==> config.mk <==
export PLATFORM = sky130hd
export DESIGN_NAME = swc_regs
export DESIGN_NICKNAME = d
export VERILOG_FILES = /design/src/logic/swc_pkg.sv /design/src/logic/swc_sync.sv /design/src/logic/swc_irq.sv /design/src/logic/swc_regs.sv
export SDC_FILE = /design/constraint.sdc
export NUM_CORES = 1
export LEC_CHECK = 0
export ABC_AREA = 1
export CORE_MARGIN = 3
export CORE_UTILIZATION = 60
export CTS_CLUSTER_DIAMETER = 40
export DETAILED_ROUTE_END_ITERATION = 10
export DONT_BUFFER_PORTS = 1
export PLACE_DENSITY = 0.87
export SYNTH_ARGS = -nofsm -noshare
export SYNTH_HDL_FRONTEND = slang
export SYNTH_SLANG_ARGS = --single-unit
==> constraint.sdc <==
create_clock -name clk -period 1.2 [get_ports clk]
set_input_delay 0.12 -clock clk [delete_from_list [all_inputs] [get_ports clk]]
set_output_delay 0.12 -clock clk [all_outputs]
set_load 0.01 [all_outputs]
==> src/logic/swc_pkg.sv <==
// shared constants, field layouts and carrier types of the throw control block
package swc_pkg;

  //////////////////////////////////////////////////////////////////////////////
  // bus geometry
  localparam int          SWC_ADR_W        = 8;       // byte address width seen
  localparam int          SWC_DAT_W        = 32;      // wishbone data width
  localparam int          SWC_SEL_W        = 4;       // byte selects

  //////////////////////////////////////////////////////////////////////////////
  // register byte offsets
  localparam logic [7:0]  SWC_CTRL_OFS     = 8'h20;   // throw control and fault
  localparam logic [7:0]  SWC_STAT_OFS     = 8'h24;   // sticky event status
  localparam logic [7:0]  SWC_MASK_OFS     = 8'h28;   // event mask

  //////////////////////////////////////////////////////////////////////////////
  // field positions and reset values
  localparam int          SWC_CLOSE_LSB    = 0;       // four throw enables
  localparam int          SWC_CLOSE_W      = 4;
  localparam int          SWC_RSVD_LSB     = 4;       // reserved pair
  localparam int          SWC_FAULT_LSB    = 6;       // fault code pair
  localparam int          SWC_FAULT_W      = 2;
  localparam logic [7:0]  SWC_CTRL_RST     = 8'h00;   // control after reset
  localparam logic [1:0]  SWC_FAULT_NONE   = 2'h0;    // code for no fault
  localparam logic [1:0]  SWC_EVT_RST      = 2'h0;    // status and mask reset
  localparam int          SWC_EVT_N        = 2;       // number of events
  localparam int          SWC_EVT_FAULT    = 0;       // fault code turned nonzero
  localparam int          SWC_EVT_RSVDWR   = 1;       // reserved field written nonzero
  localparam int          SWC_SYNC_STAGES  = 2;       // pin synchroniser depth

  //////////////////////////////////////////////////////////////////////////////
  // carriers
  typedef struct packed {
    logic [1:0] fault;                                  // read-only fault code
    logic [1:0] rsvd;                                   // reserved, reads zero
    logic [3:0] close;                                  // throw four..one
  } swc_ctrl_t;

  typedef struct packed {
    logic rsvd_wr;                                      // reserved write seen
    logic fault;                                        // fault onset seen
  } swc_evt_t;

  //////////////////////////////////////////////////////////////////////////////
  // word address match, ignoring the two byte bits
  function automatic logic swc_hit(input logic [7:0] adr, input logic [7:0] ofs);
    swc_hit = (adr[7:2] == ofs[7:2]);
  endfunction

endpackage

==> src/logic/swc_sync.sv <==
// multi-stage synchroniser for levels arriving from pins
`timescale 1ns/1ns
module swc_sync
  import swc_pkg::*;
#(
  parameter int W      = 2,                             // bits carried
  parameter int STAGES = SWC_SYNC_STAGES                // flip-flops in chain
) (
  // clock and reset
  input  wire logic         clk,
  input  wire logic         nrst,
  // asynchronous level in, synchronised level out
  input  wire logic [W-1:0] async_i,
  output logic      [W-1:0] sync_o
);

  // refuse a chain too short to settle metastability
  if (STAGES < 2) begin : g_chk
    $error("swc_sync needs at least two stages");
  end

  logic [W-1:0] chain_ff [STAGES];                      // stage 0 feeds stage 1 only

  // shift the level along the chain
  always_ff @(posedge clk or negedge nrst) begin
    if (!nrst) begin
      for (int i = 0; i < STAGES; i++) begin
        chain_ff[i] <= '0;
      end
    end else begin
      chain_ff[0] <= async_i;
      for (int i = 1; i < STAGES; i++) begin
        chain_ff[i] <= chain_ff[i-1];
      end
    end
  end

  assign sync_o = chain_ff[STAGES-1];

endmodule

==> src/logic/swc_irq.sv <==
// sticky event status with read clear, mask and one level interrupt
`timescale 1ns/1ns
module swc_irq
  import swc_pkg::*;
(
  // clock and reset
  input  wire logic     clk,
  input  wire logic     nrst,
  // event pulses, read clear and mask
  input  wire swc_evt_t evt_i,
  input  wire logic     rd_clr_i,
  input  wire swc_evt_t mask_i,
  // status and interrupt
  output swc_evt_t      stat_o,
  output logic          irq_o
);

  swc_evt_t stat_ff;                                    // sticky status
  swc_evt_t nxt_stat;                                   // status after this edge
  logic     irq_ff;                                     // registered interrupt

  // a read clears, a new event in the same cycle still sets
  always_comb begin
    nxt_stat = rd_clr_i ? swc_evt_t'(SWC_EVT_RST) : stat_ff;
    nxt_stat = nxt_stat | evt_i;
  end

  // status register
  always_ff @(posedge clk or negedge nrst) begin
    if (!nrst) begin
      stat_ff <= swc_evt_t'(SWC_EVT_RST);
    end else begin
      stat_ff <= nxt_stat;
    end
  end

  // interrupt follows unmasked status from the same edge
  always_ff @(posedge clk or negedge nrst) begin
    if (!nrst) begin
      irq_ff <= 1'b0;
    end else begin
      irq_ff <= |(nxt_stat & mask_i);
    end
  end

  assign stat_o = stat_ff;
  assign irq_o  = irq_ff;

endmodule

==> src/logic/swc_regs.sv <==
// four-throw switch control register block on a classic wishbone slave
//
// Operation
// - control register at 0x20, zero after reset
// - bit 0 closes throw one when set
// - bit 1 closes throw two when set
// - bit 2 closes throw three when set
// - bit 3 closes throw four when set
// - bits 7:6 read-only fault code, zero means none
// - bits 5:4 reserved, read zero, host writes zero
`timescale 1ns/1ns
module swc_regs
  import swc_pkg::*;
#(
  parameter int SYNC_STAGES = SWC_SYNC_STAGES           // fault pin sync depth
) (
  // clock and reset
  input  wire logic                 clk,
  input  wire logic                 nrst,
  // wishbone classic slave
  input  wire logic                 wb_cyc_i,
  input  wire logic                 wb_stb_i,
  input  wire logic                 wb_we_i,
  input  wire logic [SWC_ADR_W-1:0] wb_adr_i,
  input  wire logic [SWC_SEL_W-1:0] wb_sel_i,
  input  wire logic [SWC_DAT_W-1:0] wb_dat_i,
  output logic      [SWC_DAT_W-1:0] wb_dat_o,
  output logic                      wb_ack_o,
  // fault code from the switch driver, asynchronous
  input  wire logic [1:0]           fault_code_i,
  // throw drive, high closes the throw
  output logic                      throw_one_close,
  output logic                      throw_two_close,
  output logic                      throw_three_close,
  output logic                      throw_four_close,
  // interrupt, level
  output logic                      irq
);

  // refuse a synchroniser that cannot settle
  if (SYNC_STAGES < 2) begin : g_chk
    $error("swc_regs needs SYNC_STAGES of two or more");
  end

  //////////////////////////////////////////////////////////////////////////////
  // declarations

  logic [3:0]           close_ff;                       // throw enables
  logic [1:0]           fault_q;                        // synchronised fault code
  logic [1:0]           fault_prev_ff;                  // code one cycle earlier
  swc_evt_t             mask_ff;                        // event mask
  swc_evt_t             nxt_mask;                       // mask after this edge
  swc_evt_t             stat;                           // sticky status
  swc_evt_t             evt;                            // event pulses this cycle
  logic                 ack_ff;                         // bus answer
  logic [SWC_DAT_W-1:0] dat_ff;                         // read data
  logic                 req;                            // a bus request stands
  logic                 take;                           // request answered this edge
  logic                 commit;                         // write lands this edge
  logic                 hit_ctrl;                       // address is control word
  logic                 hit_stat;                       // address is status word
  logic                 hit_mask;                       // address is mask word
  logic                 wr_ctrl;                        // control write with lane 0
  logic                 rd_stat_clr;                    // status read completes
  swc_ctrl_t            ctrl_view;                      // control word as read
  logic [SWC_DAT_W-1:0] nxt_dat;                        // read mux result

  //////////////////////////////////////////////////////////////////////////////
  // fault pin crossing

  // fault code passes the synchroniser before anything reads it
  swc_sync #(
    .W      (SWC_FAULT_W),
    .STAGES (SYNC_STAGES)
  ) u_fault_sync (
    .clk     (clk),
    .nrst    (nrst),
    .async_i (fault_code_i),
    .sync_o  (fault_q)
  );

  // previous code, for onset detection
  always_ff @(posedge clk or negedge nrst) begin
    if (!nrst) begin
      fault_prev_ff <= SWC_FAULT_NONE;
    end else begin
      fault_prev_ff <= fault_q;
    end
  end

  //////////////////////////////////////////////////////////////////////////////
  // bus decode

  // request stands while both cycle and strobe are high
  assign req      = wb_cyc_i && wb_stb_i;
  // first cycle of a request: answer is prepared on this edge
  assign take     = req && !ack_ff;
  // the edge at which the master samples ack is where writes land
  assign commit   = req && ack_ff && wb_we_i;
  assign hit_ctrl = swc_hit(wb_adr_i, SWC_CTRL_OFS);
  assign hit_stat = swc_hit(wb_adr_i, SWC_STAT_OFS);
  assign hit_mask = swc_hit(wb_adr_i, SWC_MASK_OFS);
  // only the low byte lane carries the control bits
  assign wr_ctrl  = commit && hit_ctrl && wb_sel_i[0];
  // reading status clears it at the sampling edge
  assign rd_stat_clr = req && ack_ff && !wb_we_i && hit_stat;

  //////////////////////////////////////////////////////////////////////////////
  // throw control register

  // only the four throw bits are stored; fault and reserved data dropped
  always_ff @(posedge clk or negedge nrst) begin
    if (!nrst) begin
      close_ff <= SWC_CTRL_RST[SWC_CLOSE_LSB +: SWC_CLOSE_W];
    end else if (wr_ctrl) begin
      close_ff[0] <= wb_dat_i[SWC_CLOSE_LSB];
      close_ff[1] <= wb_dat_i[SWC_CLOSE_LSB + 1];
      close_ff[2] <= wb_dat_i[SWC_CLOSE_LSB + 2];
      close_ff[3] <= wb_dat_i[SWC_CLOSE_LSB + 3];
    end
  end

  // throw drive comes straight from the stored enables
  assign throw_one_close   = close_ff[0];
  assign throw_two_close   = close_ff[1];
  assign throw_three_close = close_ff[2];
  assign throw_four_close  = close_ff[3];

  // read view: live fault code, reserved zero, stored enables
  always_comb begin
    ctrl_view       = swc_ctrl_t'(SWC_CTRL_RST);
    ctrl_view.fault = fault_q;
    ctrl_view.rsvd  = 2'h0;
    ctrl_view.close = close_ff;
  end

  //////////////////////////////////////////////////////////////////////////////
  // mask register

  // software chooses which events raise the interrupt
  always_comb begin
    nxt_mask = mask_ff;
    // a lane-0 mask write lands at the sampling edge
    if (commit && hit_mask && wb_sel_i[0]) begin
      nxt_mask = swc_evt_t'(wb_dat_i[SWC_EVT_N-1:0]);
    end
  end

  // mask register
  always_ff @(posedge clk or negedge nrst) begin
    if (!nrst) begin
      mask_ff <= swc_evt_t'(SWC_EVT_RST);
    end else begin
      mask_ff <= nxt_mask;
    end
  end

  //////////////////////////////////////////////////////////////////////////////
  // events and interrupt

  // fault onset and a reserved field written nonzero
  always_comb begin
    evt         = swc_evt_t'(SWC_EVT_RST);
    evt.fault   = (fault_q != SWC_FAULT_NONE) && (fault_prev_ff == SWC_FAULT_NONE);
    evt.rsvd_wr = wr_ctrl && (wb_dat_i[SWC_RSVD_LSB +: 2] != 2'h0);
  end

  // sticky status, read clear, masked level interrupt
  // the next mask goes in so the level never lags a mask write by a cycle
  swc_irq u_irq (
    .clk      (clk),
    .nrst     (nrst),
    .evt_i    (evt),
    .rd_clr_i (rd_stat_clr),
    .mask_i   (nxt_mask),
    .stat_o   (stat),
    .irq_o    (irq)
  );

  //////////////////////////////////////////////////////////////////////////////
  // read mux and answer

  // unmapped addresses read as zero
  always_comb begin
    nxt_dat = '0;
    if (hit_ctrl) begin
      nxt_dat[7:0] = ctrl_view;
    end else if (hit_stat) begin
      nxt_dat[SWC_EVT_N-1:0] = stat;
    end else if (hit_mask) begin
      nxt_dat[SWC_EVT_N-1:0] = mask_ff;
    end
  end

  // ack one cycle after the request, dropped the cycle after
  always_ff @(posedge clk or negedge nrst) begin
    if (!nrst) begin
      ack_ff <= 1'b0;
    end else begin
      ack_ff <= take;
    end
  end

  // read data captured with the ack, zero otherwise
  always_ff @(posedge clk or negedge nrst) begin
    if (!nrst) begin
      dat_ff <= '0;
    end else if (take && !wb_we_i) begin
      dat_ff <= nxt_dat;
    end else begin
      dat_ff <= '0;
    end
  end

  assign wb_ack_o = ack_ff;
  assign wb_dat_o = dat_ff;
endmodule

; Word-level counts from Yosys, hierarchy flattened
; Index checks and enable logic that the tools add are counted.
[totals]
out_inout_bits = 38
elab_cells = 42
reg_bits = 24
inputBits = 51
[classes]
bitwise_logic = 2
n_mux = 7
n_reduce_logical = 19
eq_ne = 3
[op_table]
columns = operator, count
row1 = "6-bit by 4-bit equality test with 1-bit output, second input constant", 3
row2 = 1-bit logical AND, 13
row3 = 2-bit two-way mux, 5
row4 = 8-bit two-way mux, 1
row5 = 6-bit two-way mux, 1
row6 = 2-bit nonzero test, 2
row7 = 2-bit AND, 1
row8 = 1-bit zero test, 2
row9 = 2-bit zero test, 1
row10 = 2-bit OR, 1
row11 = 2-bit OR reduction, 1

; Logic depth before layout (Yosys ltp)
[depth]
depth_word = 9
mapped_depth = 8
ltp_nobuf = 8

; Hierarchy
; A second synthesis with hierarchy kept.
[unflattened]
cells_unflattened = 134
hier_area_um2 = 1193.6
[by_module_without_submodules]
columns = mod, seq_area_each_um2, n_inst, area_each_um2, cells_per_inst
row1 = swc_regs, 375.4, 1, 955.9, 115
row2 = swc_irq, 75.1, 1, 122.6, 13
row3 = swc_sync, 100.1, 1, 115.1, 6

; Worst setup path before layout
; Ideal clock, no wire load.
[synth_timing]
kind = register -> register
start = reg ack_ff (netlist: wb_ack_o)
end = reg u_irq.irq_ff (netlist: u_irq.irq_o)
stages_incl_launch_ff = 8
synth_period_minus_slack_ns = 1.097
t_required_ns = 1.084
path_buffers = 0
arrival_time_ns = 0.980
setup_time_ns = 0.116
path_slack_ns = 0.103
cell_sequence = dfrtp_1 > nand3_2 > nor2_4 > nand3_1 > nand2_1 > nand2_1 > nand2_1 > nand2_1
[synth_lines]
columns = element, line
row1 = "start, declared", swc_regs.sv:55  ; logic ack_ff;
row2 = "start signal, assigned", swc_regs.sv:200  ; ack_ff <= take;
row3 = "end signal, assigned", swc_irq.sv:42  ; irq_ff <= |(nxt_stat & mask_i);
row4 = "end, declared", swc_irq.sv:20  ; logic irq_ff;

==> metrics.cfg <==
[final_layout]
post-route-util_pct=76.3
num_antenna_cells=0
stdcell_count=166
mostFrequentLayoutCells=nand2_1, conb_1, dfrtp_1
final_net_count=194
layout-drive-gt1-share_pct=17.6
finish.instance_area_um2=1230
syn_to_final_growth_pct=11.2
layout_commonest_cell=nand2_1

[worst_setup_path]
worst-endpoint-required_ns=1.45
critPathLaunch=wb_ack_o
crit_fanout=5
criticalPathCategory=register to register
cp.arrival_ns=1.47
worstReg2RegStart=wb_ack_o
internal_reg_to_reg_setup_slack_ns=-0.02
timing.reg2reg.worst_path_depth=7
reg_to_reg_end=u_irq.irq_o
worst_setup_path_start_kind=register
worst_setup_path_end_kind=register

[sta]
rsz_0062_raised_after_global_routing=yes
max_freq_mhz=817
max-slew-margin-rel_pct=37.4
final-setup-viol-count=1
setup_slack_ns=-0.0236
tightest_slew_ns=0.936
timing.final.hold_violations=0
setup-tns-final_ns=-0.0236
timing.clock.skew_ns=0.00103
post-route-period-util_pct=102
final-max-slew-violation-count=0
post-route-min-period_ns=1.22

[clock_tree]
ctsRootBufferMaster=clkbuf_4
cts_max_level=1
ctsLongestPathBuffers=2
cts_inserted_buffers=3
number_of_sinks_driven_by_the_clock_tree=22
cts_tree=built
worst_skew_pair_later_pin_latency_ns=0.30
reg_clk_slew_reported_paths_ns=0.12

[route]
detail-route-antenna-nets=0
avgViaCountPerCell=4.67
wirelength_um=2060
via_count=775
route.detailed.wl_per_inst_um=12.4
drtPass1Iterations=4
detail_route.iter0.violations=25
remaining_drc_errors=0

[die]
die_h_um=48.9
row_count=14
dieWidth_um=48.9
die_area_um2=2390
initial_util_pct=68.6
design.portCount=89
placeableCoreArea_um2=1610

[synthesis]
synth.yosys.seq_area_share_pct=49.8
synth.area.top_cells=dfrtp_1, buf_4, nand2_1
postSynthRegisterBits=22
synthesis.instances=125
post_synth.cell_area_avg_um2=8.85
synth_largest_area_cell=dfrtp_1
mappedNetlistArea_um2=1110
post-synth-top-area-fraction_pct=49.8
synthDistinctLibCells=18
synth-warning-count=0

[global_route]
grt_start_max_net_pins=23
grt_pass1_vias=736
antenna_violations_before_repair=0
gr-total-overflow=0
grt_pass1_wl_um=3260
global_route.usage.total_pct=17.8

[place]
buffer_ports.inserted=0
detailedPlacementHpwl_um=1440
dpl_cell_area_um2=1050
place_congestion=0.809
post-place-cells=151

[status]
violations=setup timing
status=complete, but fails checks

[power_and_ir_drop]
total_leakage_power_nw=0.629
cellPowerDensity_nw_per_um2=1180
power.ir.vdd_worst_mv=0.738

[min_path]
min_delay_worst_endpoint=wb_dat_o[1]
hold_path.class=input pin to register
min_path_cells=3
hold_path_startpoint=wb_adr_i[3]

[flow_run]
max_cap_viol_count=0

critical path, stage by stage (launching register included):
cell and delay, ns:
dfrtp_1 0.41, nand3_2 0.14, nor2_4 0.21, buf_6 0.14, nand3_1 0.09, nand2_2 0.09, nand2_1 0.05, nand2_1 0.05
metal layers:
| metal | part of all wire [%] | track usage (%) | vias up |
|---|---|---|---|
| li1 | - | - | 371 |
| met4 | 1.6 | 9.95 | 0 |
| met2 | 52 | 33.0 | 42 |
| met1 | 38 | 18.0 | 358 |
| met3 | 7.9 | 4.28 | 4 |
| met5 | 0 | 0 | - |
registers in the layout (all words and copies together), names as in the netlist:
| name | flops |
|---|---|
| close_ff | 4 |
| wb_dat_o | 6 |
| u_fault_sync.sync_o | 2 |
| fault_prev_ff | 2 |
| wb_ack_o | 1 |
| u_irq.stat_o | 2 |
| u_fault_sync.chain_ff | 2 |
| mask_ff | 2 |
| u_irq.irq_o | 1 |
where the power goes:
group	internal, mW	switching, mW
combinational	0.0390	0.0865
sequential	0.755	0.00820
clock	0.337	0.219
total	1.13	0.314
timing repair:
item                                    in CTS  in global routing
endpoints found under the hold margin       31                  0
hold buffers                                 9                  0
buffers inserted                             0                  2
endpoints found under the setup margin       0                  3
gates resized for setup                      0                  6
cell families (layout without fill, tap and decap cells):
logic type,count (synthesis),count (layout),synth area share (%)
buffers and inverters,36,28,21.7
AOI/OAI and AO/OA,7,7,4.07
and+or+nand+nor,59,59,24.1
other,1,26,0.339
DFF,22,22,49.8
Yosys cell counts, drive strengths merged:
cell / number
a21oi: 2
buf: 27
conb: 1
dfrtp: 22
inv: 9
nand2: 33
nand3: 10
nor2: 15
o211ai: 2
o21ai: 1
o21bai: 2
or2: 1
per-stage QoR:
| stage | hold slack (ns) | worst slack (ns) | power (mW) |
|---|---|---|---|
| after detailed placement | -0.175 | 0.0418 | 0.860 |
| after floorplan | -0.176 | 0.103 | 0.910 |
| after CTS | 0.0277 | 0.0122 | 1.45 |
| after global routing | 0.0360 | -0.126 | 1.51 |
| final | 0.0374 | -0.0236 | 1.45 |
| after global placement | -0.175 | 0.0877 | 0.856 |
cell type report:
cell class	instances	area [µm²]
Sequential cell	22	551
Timing Repair Buffer	15	139
Multi-Input combinational cell	92	424
Clock inverter	1	30.0
Tap cell	24	30.0
Fill cell	107	382
Clock buffer	3	22.5
Inverter	9	33.8
how the worst max path moves through the flow:
stage                  end  slack [ns]  cells after the start
3_3_place_gp   u_irq.irq_o        0.09                      7
4_1_cts        u_irq.irq_o        0.01                      7
6_report       u_irq.irq_o       -0.02                      7
3_5_place_dp   u_irq.irq_o        0.04                      7
2_1_floorplan  u_irq.irq_o        0.10                      7
5_1_grt        u_irq.irq_o       -0.13                      7
Note: power is estimated with default switching activity, not from simulation.
